File: config.mk
export PLATFORM = sky130hd
export DESIGN_NAME = lpc_led_stage
export DESIGN_NICKNAME = d
export VERILOG_FILES = /design/src/include/lpc_pkg.sv /design/src/verilog/lpc_led_stage.sv
export SDC_FILE = /design/constraint.sdc
export NUM_CORES = 1
export LEC_CHECK = 0
export BUFFER_PORTS_ARGS = -buffer_cell sky130_fd_sc_hd__buf_2
export CORE_MARGIN = 2
export CORE_UTILIZATION = 40
export DETAILED_ROUTE_END_ITERATION = 8
export PLACE_DENSITY_LB_ADDON = 0.05
export SYNTH_ARGS = -nofsm -noshare
export SYNTH_HDL_FRONTEND = slang
export SYNTH_SLANG_ARGS = --single-unit
File: constraint.sdc
create_clock -name sys_clk -period 3.05 [get_ports sys_clk]
set_input_delay 0.915 -clock sys_clk [delete_from_list [all_inputs] [get_ports sys_clk]]
set_output_delay 0.915 -clock sys_clk [all_outputs]
set_load 0.01 [all_outputs]
File: src/include/lpc_pkg.sv
//------------------------------------------------------------------
//------------------------------------------------------------------
package lpc_pkg;

  localparam int          CLK_HZ        = 200_000_000;
  // Channel PWM: 1.5625 kHz over 256 slots
  localparam int          PWM_FREQ_MHZ  = 1_562_500;  // millihertz
  localparam int          PWM_STEPS     = 256;
  localparam int          PWM_SLOT_CYC  =
    int'((64'(CLK_HZ) * 1000) / (64'(PWM_FREQ_MHZ) * PWM_STEPS));
  // Group dimming: 190 Hz over 256 slots
  localparam int          DIM_FREQ_HZ   = 190;
  localparam int          DIM_SLOT_CYC  = CLK_HZ / (DIM_FREQ_HZ * 256);
  // Blinking: period (value + 1) / 24 s, 256 slots each
  localparam int          BLINK_DIV     = 24;
  localparam int          BLINK_SLOT_CYC = CLK_HZ / (BLINK_DIV * 256);
  // Periods up to this value blink at 6 Hz or faster
  localparam logic [7:0]  BLINK_FAST_MAX = 8'h03;

  // Register offsets
  localparam logic [3:0]  ADDR_MODE     = 4'h0;
  localparam logic [3:0]  ADDR_STATE    = 4'h1;
  localparam logic [3:0]  ADDR_DUTY0    = 4'h2;
  localparam logic [3:0]  ADDR_GDUTY    = 4'h6;
  localparam logic [3:0]  ADDR_GPERIOD  = 4'h7;
  localparam logic [3:0]  ADDR_STATUS   = 4'h8;
  // Mode register bits
  localparam int          BIT_INVERT    = 0;
  localparam int          BIT_DRIVE     = 1;
  localparam int          BIT_DMBL      = 2;
  localparam logic [7:0]  RST_VAL       = 8'h00;

  localparam logic [1:0]  ST_OFF        = 2'b00;
  localparam logic [1:0]  ST_ON         = 2'b01;
  localparam logic [1:0]  ST_PWM        = 2'b10;
  localparam logic [1:0]  ST_GROUP      = 2'b11;

  typedef struct packed {
    logic dim_or_blink_select;
    logic output_drive_type;
    logic output_invert;
  } lpc_mode_s;

  typedef struct packed {
    logic [3:0] out;
    logic [3:0] oe;
  } lpc_pins_s;

endpackage

File: src/verilog/lpc_led_stage.sv
// The register addresses and the address-and-strobe port are this design's own decisions.
`timescale 1ns/10ps
module lpc_led_stage
  import lpc_pkg::*;
#(
  parameter int NUM_CH       = 4,
  parameter int DIM_SLOT     = DIM_SLOT_CYC,
  parameter int BLINK_SLOT   = BLINK_SLOT_CYC
) (
  input  wire logic               sys_clk,
  input  wire logic               rst_b,
  input  wire logic [3:0]         reg_addr,
  input  wire logic [7:0]         reg_wdata,
  input  wire logic               reg_wr,
  input  wire logic               reg_rd,
  output logic      [7:0]         reg_rdata,
  output logic      [NUM_CH-1:0]  channel_output_pin_o,
  output logic      [NUM_CH-1:0]  channel_output_pin_oe
);

  //----------------------------------------------------------------
  // Elaboration checks
  //----------------------------------------------------------------
  if (NUM_CH != 4) begin : g_bad_ch
    $error("lpc_led_stage: NUM_CH must be 4");
  end
  if (DIM_SLOT < 1 || DIM_SLOT > 65535) begin : g_bad_dim
    $error("lpc_led_stage: DIM_SLOT out of range");
  end
  if (BLINK_SLOT < 1 || BLINK_SLOT > 65535) begin : g_bad_blink
    $error("lpc_led_stage: BLINK_SLOT out of range");
  end

  localparam logic [15:0] PWM_LAST   = 16'(PWM_SLOT_CYC - 1);
  localparam logic [15:0] DIM_LAST   = 16'(DIM_SLOT - 1);
  localparam logic [15:0] BLINK_LAST = 16'(BLINK_SLOT - 1);

  // Group duty as compared against the group phase, per mode
  function automatic logic [7:0] grp_duty_eff(
    input logic [7:0] duty,
    input logic       blink,
    input logic [7:0] period
  );
    if (!blink) begin
      grp_duty_eff = {duty[7:4], 4'h0};
    end else if (period <= BLINK_FAST_MAX) begin
      grp_duty_eff = {duty[7:2], 2'h0};
    end else begin
      grp_duty_eff = duty;
    end
  endfunction

  //----------------------------------------------------------------
  // Register file
  //----------------------------------------------------------------
  lpc_mode_s         mode, next_mode;
  logic [7:0]        channel_state_register, next_state_reg;
  logic [7:0]        channel_duty_value [NUM_CH];
  logic [7:0]        next_duty [NUM_CH];
  logic [7:0]        group_duty_value, next_gduty;
  logic [7:0]        group_period_value, next_gperiod;
  logic [7:0]        next_rdata;
  logic [NUM_CH-1:0] lower_on;
  logic              grp_sig;

  always_comb begin
    next_mode      = mode;
    next_state_reg = channel_state_register;
    next_gduty     = group_duty_value;
    next_gperiod   = group_period_value;
    for (int i = 0; i < NUM_CH; i++) begin
      next_duty[i] = channel_duty_value[i];
    end
    next_rdata = RST_VAL;
    if (reg_wr) begin
      case (reg_addr)
        ADDR_MODE: begin
          next_mode.output_invert       = reg_wdata[BIT_INVERT];
          next_mode.output_drive_type   = reg_wdata[BIT_DRIVE];
          next_mode.dim_or_blink_select = reg_wdata[BIT_DMBL];
        end
        ADDR_STATE:   next_state_reg = reg_wdata;
        ADDR_GDUTY:   next_gduty     = reg_wdata;
        ADDR_GPERIOD: next_gperiod   = reg_wdata;
        default: begin
          for (int i = 0; i < NUM_CH; i++) begin
            if (reg_addr == ADDR_DUTY0 + 4'(i)) begin
              next_duty[i] = reg_wdata;
            end
          end
        end
      endcase
    end
    if (reg_rd) begin
      case (reg_addr)
        ADDR_MODE:    next_rdata = {5'h00, mode};
        ADDR_STATE:   next_rdata = channel_state_register;
        ADDR_GDUTY:   next_rdata = group_duty_value;
        ADDR_GPERIOD: next_rdata = group_period_value;
        ADDR_STATUS:  next_rdata = {3'h0, grp_sig, lower_on};
        default: begin
          for (int i = 0; i < NUM_CH; i++) begin
            if (reg_addr == ADDR_DUTY0 + 4'(i)) begin
              next_rdata = channel_duty_value[i];
            end
          end
        end
      endcase
    end
  end

  always_ff @(posedge sys_clk or negedge rst_b) begin
    if (!rst_b) begin
      mode                   <= '0;
      channel_state_register <= RST_VAL;
      group_duty_value       <= RST_VAL;
      group_period_value     <= RST_VAL;
      reg_rdata              <= RST_VAL;
      for (int i = 0; i < NUM_CH; i++) begin
        channel_duty_value[i] <= RST_VAL;
      end
    end else begin
      mode                   <= next_mode;
      channel_state_register <= next_state_reg;
      group_duty_value       <= next_gduty;
      group_period_value     <= next_gperiod;
      reg_rdata              <= next_rdata;
      for (int i = 0; i < NUM_CH; i++) begin
        channel_duty_value[i] <= next_duty[i];
      end
    end
  end

  //----------------------------------------------------------------
  // Free-running timebases
  //----------------------------------------------------------------
  logic [15:0] pwm_pre, next_pwm_pre;
  logic [7:0]  pwm_phase, next_pwm_phase;
  logic [15:0] dim_pre, next_dim_pre;
  logic [7:0]  dim_phase, next_dim_phase;
  logic [15:0] blk_pre, next_blk_pre;
  logic [7:0]  blk_units, next_blk_units;
  logic [7:0]  blk_phase, next_blk_phase;
  logic        pwm_tick;
  logic        dim_tick;
  logic        blk_tick;
  logic        blk_step;

  // Blink slot is a whole number of 1/6144 s units, so a period change
  // takes effect at the next unit tick rather than restarting the pattern.
  always_comb begin
    pwm_tick       = (pwm_pre == PWM_LAST);
    dim_tick       = (dim_pre == DIM_LAST);
    blk_tick       = (blk_pre == BLINK_LAST);
    blk_step       = blk_tick && (blk_units >= group_period_value);
    next_pwm_pre   = pwm_tick ? '0 : pwm_pre + 16'h0001;
    next_pwm_phase = pwm_tick ? pwm_phase + 8'h01 : pwm_phase;
    next_dim_pre   = dim_tick ? '0 : dim_pre + 16'h0001;
    next_dim_phase = dim_tick ? dim_phase + 8'h01 : dim_phase;
    next_blk_pre   = blk_tick ? '0 : blk_pre + 16'h0001;
    next_blk_units = blk_step ? '0 :
                     (blk_tick ? blk_units + 8'h01 : blk_units);
    next_blk_phase = blk_step ? blk_phase + 8'h01 : blk_phase;
  end

  always_ff @(posedge sys_clk or negedge rst_b) begin
    if (!rst_b) begin
      pwm_pre   <= '0;
      pwm_phase <= '0;
      dim_pre   <= '0;
      dim_phase <= '0;
      blk_pre   <= '0;
      blk_units <= '0;
      blk_phase <= '0;
    end else begin
      pwm_pre   <= next_pwm_pre;
      pwm_phase <= next_pwm_phase;
      dim_pre   <= next_dim_pre;
      dim_phase <= next_dim_phase;
      blk_pre   <= next_blk_pre;
      blk_units <= next_blk_units;
      blk_phase <= next_blk_phase;
    end
  end

  //----------------------------------------------------------------
  // Group signal and output stage
  //----------------------------------------------------------------
  logic [7:0]        grp_eff;
  logic [NUM_CH-1:0] ind_pwm;
  logic [NUM_CH-1:0] active;
  lpc_pins_s         pins, next_pins;

  always_comb begin
    grp_eff = grp_duty_eff(group_duty_value, mode.dim_or_blink_select,
                           group_period_value);
    grp_sig = mode.dim_or_blink_select ? (blk_phase < grp_eff)
                                       : (dim_phase < grp_eff);
  end

  // Per-channel locals keep each shared vector bit to a single driver
  for (genvar c = 0; c < NUM_CH; c++) begin : g_ch
    logic [1:0] fld;
    logic       ind;
    logic       act;
    logic       low;
    assign fld = channel_state_register[2*c +: 2];
    assign ind = pwm_phase < channel_duty_value[c];
    always_comb begin
      case (fld)
        ST_OFF:   act = 1'b0;
        ST_ON:    act = 1'b1;
        ST_PWM:   act = ind;
        ST_GROUP: act = ind & grp_sig;
        default:  act = 1'b0;
      endcase
    end
    // Inverting flips the sink so the active level is 1 - duty
    assign low         = act ^ mode.output_invert;
    assign ind_pwm[c]  = ind;
    assign active[c]   = act;
    assign lower_on[c] = low;
    // Open drain floats when off; push-pull sources instead
    assign next_pins.out[c] = ~low;
    assign next_pins.oe[c]  = low | mode.output_drive_type;
  end

  always_ff @(posedge sys_clk or negedge rst_b) begin
    if (!rst_b) begin
      pins <= '0;
    end else begin
      pins <= next_pins;
    end
  end

  assign channel_output_pin_o  = pins.out;
  assign channel_output_pin_oe = pins.oe;
endmodule // lpc_led_stage

# == Word level (Yosys, flattened, before mapping) ==
# Cells that the tools add are included.
# classes
div,0
eq_ne,23
shift,0
reduce_logical,16
n_mux,18
n_bitwise,17
mul,0
order_cmp,8
n_addsub,7
# op_table
operator,n
8-bit two-way mux,7
16-bit by 1-bit adder with 16-bit output (second input constant),3
8-bit less-than comparator,6
16-bit two-way mux,3
8-bit case mux with 5 select lines,1
8-bit by 1-bit adder with 8-bit output (second input constant),4
16-bit by 13-bit == test with 1-bit output (second input constant),1
16-bit by 15-bit == test with 1-bit output (second input constant),1
16-bit by 9-bit == test with 1-bit output (second input constant),1
2-bit == test (second input constant),8
4-bit by 3-bit == test with 1-bit output (second input constant),4
1-bit case mux with 4 select lines,4
3-bit AND reduction,4
2-bit by 1-bit == test with 1-bit output (second input constant),4
4-bit by 2-bit == test with 1-bit output (second input constant),2
8-bit greater-or-equal comparator,1
8-bit by 2-bit <= comparator with 1-bit output (second input constant),1
2-bit logical NOT,4
2-bit AND reduction,4
1-bit inverter,5
1-bit bitwise AND,4
4-bit by 1-bit == test with 1-bit output (second input constant),1
4-bit == test (second input constant),1
4-bit logical NOT,1
8 further kinds,14
# word_totals
memories,0
latch_bits,0
in_bits,16
mem_bits_ro,0
output_inout_bits,16
mem_bits_rw,0
ff_bits,155

# == Depth between registers and ports, before layout ==
# Gate-level depths: netlist of the first run.
# depth
depth_word,10
depth_mapped,9
depth_no_buf,9

# == Worst setup path before layout of the first run ==
# Ideal clock, no wire load.
# synth_path
path_type,reg-to-reg
start,register group_period_value[6]
end,register reg_rdata[0]
t_arrival_ns,2.270
t_required_ns,2.912
n_path_buf,0
setup_slack_ns,0.641
stages_incl_launch_ff,10
setup_time_ns,0.138
cell_sequence,dfrtp_1 -> or4_1 -> o211ai_1 -> ha_1 -> o211ai_1 -> a21oi_1 -> o211ai_1 -> o221ai_2 -> o311ai_2 -> o32ai_1
# synth_between
elab_chain_len,10
elab_cells_between_ends,11
classes_between,order compare (3); mux (6); bitwise (2)
# synth_lines
element,line,text
from (decl),lpc_led_stage.sv:61,"logic [7:0] group_period_value, next_gperiod;"
from (signal assigned),lpc_led_stage.sv:126,group_period_value <= next_gperiod;
8-bit by 2-bit <= comparator with 1-bit output *,lpc_led_stage.sv:46,end else if (period <= BLINK_FAST_MAX) begin
2-bit two-way mux *,lpc_led_stage.sv:46,
4-bit two-way mux *,lpc_led_stage.sv:44,if (!blink) begin
8-bit less-than comparator (on tied branches),"lpc_led_stage.sv:198, lpc_led_stage.sv:197",
1-bit two-way mux *,lpc_led_stage.sv:197,grp_sig = mode.dim_or_blink_select ? (blk_phase < grp_eff)
1-bit bitwise AND *,lpc_led_stage.sv:214,ST_GROUP: act = ind & grp_sig;
1-bit case mux with 4 select lines *,lpc_led_stage.sv:210,case (fld)
1-bit bitwise XOR *,lpc_led_stage.sv:219,assign low = act ^ mode.output_invert;
8-bit case mux with 5 select lines *,lpc_led_stage.sv:95,case (reg_addr)
8-bit two-way mux *,lpc_led_stage.sv:94,if (reg_rd) begin
via next_rdata[0],lpc_led_stage.sv:62,logic [7:0] next_rdata;
to (signal assigned),lpc_led_stage.sv:127,reg_rdata <= next_rdata;
to (decl),lpc_led_stage.sv:16,"output logic [7:0] reg_rdata,"
# The timed path passes the listed nets; every way through them passes the cells marked *.
# A chain may end at the register's enable or synchronous reset.

# == Worst setup path after layout of the first run ==
# layout_path
start,register group_period_value[6]
end,register reg_rdata[3]
# Same word-level chain as after synthesis.

==> flow_metrics.env, run 1 <==
export IMPL_outcome="finished, final reports clean"
export IMPL_setup_tns_ns=0
export IMPL_cp_arrival_ns=3.14
export IMPL_synth_edf_count=0
export IMPL_syn_nets=908
export IMPL_wl_per_cell_um=18.2
export IMPL_period_share=0.928
export IMPL_gr_usage_met1=0.282
export IMPL_synthArstFlopShare=1.00
export IMPL_powerDensity_nw_per_um2=599
export IMPL_fmax_mhz=353
export IMPL_required_ns=3.36
export IMPL_seqPwrFrac=0.437
export IMPL_via_per_inst=5.42
export IMPL_period_needed_ns=2.83
export IMPL_final_common_cell="dfrtp_1"
export IMPL_p_int_w=0.00406
export IMPL_syn_area_per_cell_um2=10.1
export IMPL_cts_made_buffers=17
export IMPL_wl_mm=21.1
export IMPL_layout_common_cells="dfrtp_1 (155), nand2_1 (76), inv_1 (58), nor2_1 (58), ha_1 (58)"
export IMPL_finalSetupViolCount=0
export IMPL_layout_nets=945
export IMPL_use_met2=0.312
export IMPL_drv_slew=0
export IMPL_rows=53
export IMPL_hp_class="in2async"
export IMPL_initial_utilization=0.404
export IMPL_reg2reg_depth=9
export IMPL_r2r_setup_slack_ns=0.22
export IMPL_post_place_ws_ns=0.251
export IMPL_initialDrtViolationCount=374
export IMPL_synth_ff_type="dfrtp_1"
export IMPL_cts_hold_buffers=0
export IMPL_cts_sinks=155
export IMPL_power_frac_clock=0.387
export IMPL_nFillCells=1981
export IMPL_cts_setup_buffers=0
export IMPL_worstSetupPathType="reg2reg"
export IMPL_tightest_slew_ns=0.624
export IMPL_antenna_found_initial=0
export IMPL_slew_headroom=0.584
export IMPL_cp_slowest_stage_delay_ns=0.56
export IMPL_grt_pass1_wl_mm=34.9
export IMPL_yosys_warnings=0
export IMPL_netlist_instances=834
export IMPL_synth_seq_area_share=0.461
export IMPL_cp_start_kind="flop"
export IMPL_worst_slack_ns=0.220
export IMPL_grt_usage=0.203
export IMPL_path_common_cell="o211ai_1"
export IMPL_fp_coreArea_um2=20800
export IMPL_power_switching_w=0.00166
export IMPL_io_buffer_count=31
export IMPL_path_clk_slew_ns=0.07
export IMPL_grt_pass1_vias=6485
export IMPL_clock_latency_ns=0.42
export IMPL_grt_max_degree=60
export IMPL_comb_power_share=0.176
export IMPL_final_hold_viol_count=0
export IMPL_rsz0062_at_grt="no"
export IMPL_seqCellArea_um2=3880
export IMPL_drcViolationCount=0
export IMPL_path_cells="or4_1 -> o211ai_1 -> ha_1 -> o211ai_1 -> a21oi_1 -> o211ai_1 -> o221ai_2 -> o311ai_2 -> o32ai_1"
export IMPL_io_pins=32
export IMPL_dieArea_um2=22200
export IMPL_antenna_left=0
export IMPL_p_sw_frac=0.290
export IMPL_power_leakage_nw=4.43
export IMPL_cts_tree="done"
export IMPL_synthesis_area_um2=8420
export IMPL_grt_overflow_total=0
export IMPL_drive_gt1_frac=0.148
export IMPL_busiest_layer="met2"
export IMPL_slowest_stage="or4_1"
export IMPL_cts_buffer_depth=2
export IMPL_cts_root_buffer="clkbuf_16"
export IMPL_dieWidth_um=149
export IMPL_htreeDepth=4
export IMPL_peakVddDrop_uv=403
export IMPL_cap_violations=0
export IMPL_grt_met3_usage=0.0471
export IMPL_gp_congestion=0.862
export IMPL_drtPass1Iterations=5
export IMPL_skew_ns=0.0110
export IMPL_yosys_register_bits=155
export IMPL_multi_input_area_um2=4230
export IMPL_dpl_hpwl_mm=15.5
export IMPL_endpoint_kind="flop"
export IMPL_cts_resized=0
export IMPL_area_growth_pct=13.5
export IMPL_crit_fanout=5
export IMPL_num_vias=6278
export IMPL_die_height_um=149
export IMPL_antenna_cells=0
export IMPL_ys_types=51
## worst max-delay path, delay by kind of cell, from the launching register on
kind | cells | cell delay [ns]
DFF | 1 | 0.41
AOI/OAI and AO/OA | 7 | 1.56
and+or+nand+nor | 1 | 0.56
adders and majority gates | 1 | 0.20
## area by class of cell
cell class	instances	share of cell area
Timing Repair Buffer	42	0.0282
Multi-Input combinational cell	597	0.442
Clock inverter	12	0.0170
Clock buffer	20	0.0478
Tap cell	275	0.0360
Inverter	58	0.0228
Sequential cell	155	0.406
## cell families (layout without fill, tap and decap cells)
| group | after synthesis | count (layout) | share of synthesized area |
|---|---|---|---|
| and+or+nand+nor | 275 | 275 | 0.162 |
| adders and majority gates | 58 | 58 | 0.0862 |
| buffers and inverters | 82 | 132 | 0.0374 |
| muxes | 57 | 57 | 0.0761 |
| DFF | 155 | 155 | 0.461 |
| xor gates and xnor gates | 62 | 62 | 0.0645 |
| AOI/OAI and AO/OA | 145 | 145 | 0.114 |
## metal layers
metal | part of all wire | wire length (um)
met1 | 0.48 | 10100
met2 | 0.46 | 9610
met3 | 0.042 | 896
met4 | 0.023 | 486
met5 | 0.0010 | 22
## sequential cells by signal, indices dropped and copies added (netlist names), 16 cells and up
signal	cells
blk_pre	16
channel_duty_value	32
pwm_pre	16
dim_pre	16
## Yosys cell counts (all sizes together) (5+ instances only)
library cell / instances / area, um^2
and3: 14 / 87.6
nand2b: 11 / 68.8
ha: 58 / 726
nor3: 12 / 60.1
xnor2: 35 / 307
buf: 9 / 41.3
inv: 58 / 218
nand3b: 6 / 45.0
nand2: 76 / 285
mux2: 46 / 518
clkbuf: 15 / 56.3
mux2i: 10 / 100
nor2: 58 / 218
dfrtp: 155 / 3880
o22ai: 8 / 50.1
a21o: 5 / 37.5
a21oi: 48 / 240
nand4: 19 / 119
o221ai: 9 / 104
o211ai: 7 / 52.6
nand3: 38 / 190
o21ai: 36 / 180
o21a: 8 / 67.6
xor2: 27 / 236
nor2b: 18 / 113
## per-stage QoR
stage / total power, W / instance area (um^2) / hold slack, ns / instances / utilization
floorplan: 0.00313 / 8420 / 0.443 / 834 / -
global placement: 0.00352 / 8940 / 0.461 / 1127 / 0.429
detailed placement: 0.00354 / 8940 / 0.464 / 1127 / 0.429
CTS: 0.00579 / 9560 / 0.442 / 1159 / 0.459
global route: 0.00603 / 9560 / 0.450 / 1159 / 0.459
finish: 0.00572 / 9560 / 0.436 / 1159 / 0.459
## power groups by stage
stage / clock [W] / sequential [W] / combinational [W]
after detailed placement: 0 / 0.00254 / 0.00100
after floorplan: 0 / 0.00247 / 0.000665
after global placement: 0 / 0.00253 / 0.000989
after CTS: 0.00227 / 0.00250 / 0.00101
final: 0.00221 / 0.00250 / 0.00101
after global routing: 0.00237 / 0.00253 / 0.00112
## worst paths after layout
check / startpoint / endpoint
max in group asynchronous: rst_b / dim_pre[6]
worst min-delay path: rst_b / channel_output_pin_oe[3]
min in group sys_clk: dim_pre[15] / dim_pre[15]
worst min register to register: dim_pre[15] / dim_pre[15]
worst max register to register: group_period_value[6] / reg_rdata[3]
worst max-delay path: group_period_value[6] / reg_rdata[3]
No activity file was read; power rests on OpenSTA's default activity.
==> run 2: changes to the inputs <==
CORE_UTILIZATION = 50   (was 40)
GPL_ROUTABILITY_DRIVEN = 1   (was default)
==> run 2 against run 1 <==
Effect of this change:
- combinational power barely moved
- via count rose by 1.1%
- sequential share of layout area rose by 0.34 points
- clock skew rose by 0.0016 ns
- non-clock buffer count rose by 2
- design area fell by 0.84%
- highest routed layer is now met4
==> flow_metrics.env, run 2 (synthesis results as in run 1) <==
export IMPL_hp_class="in2async"
export IMPL_use_met2=0.391
export IMPL_period_needed_ns=2.84
export IMPL_grt_usage=0.248
export IMPL_grt_pass1_wl_mm=34.5
export IMPL_grt_max_degree=57
export IMPL_rows=47
export IMPL_final_hold_viol_count=0
export IMPL_io_pins=32
export IMPL_layout_common_cells="dfrtp_1 (155), nand2_1 (76), inv_1 (58), nor2_1 (58), ha_1 (58)"
export IMPL_outcome="finished, final reports clean"
export IMPL_wl_mm=20.8
export IMPL_drtPass1Iterations=5
export IMPL_io_buffer_count=31
export IMPL_cts_tree="done"
export IMPL_gp_congestion=0.920
export IMPL_gr_usage_met1=0.348
export IMPL_slew_headroom=0.590
export IMPL_clock_latency_ns=0.42
export IMPL_die_height_um=134
export IMPL_antenna_found_initial=0
export IMPL_cts_resized=0
export IMPL_initialDrtViolationCount=482
export IMPL_via_per_inst=5.74
export IMPL_nFillCells=1481
export IMPL_power_leakage_nw=4.43
export IMPL_worstSetupPathType="reg2reg"
export IMPL_fin_util=0.573
export IMPL_tightest_slew_ns=0.615
export IMPL_fp_coreArea_um2=16500
export IMPL_drive_gt1_frac=0.150
export IMPL_cts_root_buffer="clkbuf_16"
export IMPL_cp_start_kind="flop"
export IMPL_area_growth_pct=12.5
export IMPL_grt_met3_usage=0.0446
export IMPL_dieWidth_um=134
export IMPL_num_vias=6345
export IMPL_powerDensity_nw_per_um2=597
export IMPL_dieArea_um2=17900
export IMPL_initial_utilization=0.510
export IMPL_wl_per_cell_um=18.8
export IMPL_grt_overflow_total=0
export IMPL_cap_violations=0
export IMPL_largest_register_ff_count=32
export IMPL_grt_pass1_vias=6596
export IMPL_drv_slew=0
export IMPL_cts_sinks=155
export IMPL_cts_hold_buffers=0
export IMPL_cts_buffer_depth=2
export IMPL_final_common_cell="dfrtp_1"
export IMPL_required_ns=3.35
export IMPL_drcViolationCount=0
export IMPL_peakVddDrop_uv=401
export IMPL_skew_ns=0.0126
export IMPL_htreeDepth=4
export IMPL_cp_arrival_ns=3.15
export IMPL_antenna_left=0
export IMPL_rsz0062_at_grt="no"
export IMPL_setup_tns_ns=0
export IMPL_busiest_layer="met2"
export IMPL_layout_nets=947
export IMPL_crit_fanout=5
export IMPL_fmax_mhz=352
export IMPL_cts_made_buffers=17
export IMPL_endpoint_kind="flop"
export IMPL_cts_setup_buffers=0
export IMPL_period_share=0.933
export IMPL_finalSetupViolCount=0
export IMPL_path_clk_slew_ns=0.06
export IMPL_top_register="channel_duty_value"
export IMPL_antenna_cells=0
export IMPL_dpl_hpwl_mm=15.1
run 2: cell types whose count changed in the layout (fill, tap and decap cells not counted):
cell	delta
buf_4	+2
bufinv_16	-1
clkinv_2	+1
clkinv_4	-2
clkinvlp_4	+1
inv_6	+1
run 2: final cells by class:
type                       instances  area (um^2)  area share
clock inverter                    12          136      0.0144
timing repair buffer              44          284      0.0300
clock buffer                      20          457      0.0482
tap                              220          275      0.0291
inverter                          58          218      0.0230
multi-input combinational        597         4230       0.446
sequential                       155         3880       0.409
run 2: per-layer routing:
metal / wire length, um / up-vias
met5: 0 / -
met4: 382 / 0
met3: 1080 / 25
met2: 9740 / 116
met1: 9620 / 3185
li1: - / 3019
run 2: through the flow:
stage                     instances  power, W  instance area [um^2]  hold WS [ns]  setup WS [ns]
after floorplan                 834   0.00313                  8420         0.443          0.641
after global placement         1074   0.00351                  8880         0.462          0.337
after detailed placement       1074   0.00354                  8880         0.466          0.279
final                          1106   0.00566                  9480         0.465          0.206
after global routing           1106   0.00595                  9480         0.481         0.0636
after CTS                      1106   0.00570                  9480         0.476          0.232
run 2: final timing paths:
path,slack (ns),end,cells past startpoint,startpoint
setup / recovery,0.21,reg_rdata[1],9,group_period_value[6]
hold / removal,0.46,channel_output_pin_o[3],1,rst_b
setup reg to reg,0.21,reg_rdata[1],9,group_period_value[6]
hold reg to reg,0.47,blk_phase[7],1,blk_phase[7]
max in group asynchronous,1.90,channel_duty_value[6],2,rst_b
min in group sys_clk,0.47,blk_phase[7],1,blk_phase[7]
run 2: report_power, final:
part | leakage, nW | switching, W | total [W] | internal (W)
clock network | 0.284 | 0.000888 | 0.00215 | 0.00126
registers | 1.99 | 0.000205 | 0.00250 | 0.00229
logic | 2.16 | 0.000583 | 0.00101 | 0.000431
run 2: worst max-delay path: stages, from the launching register on:
cell	delay [ns]
dfrtp_1	0.42
or4_1	0.58
o211ai_1	0.27
ha_1	0.19
o211ai_1	0.12
a21oi_1	0.44
o211ai_1	0.19
o221ai_2	0.20
o311ai_2	0.16
o32ai_1	0.16
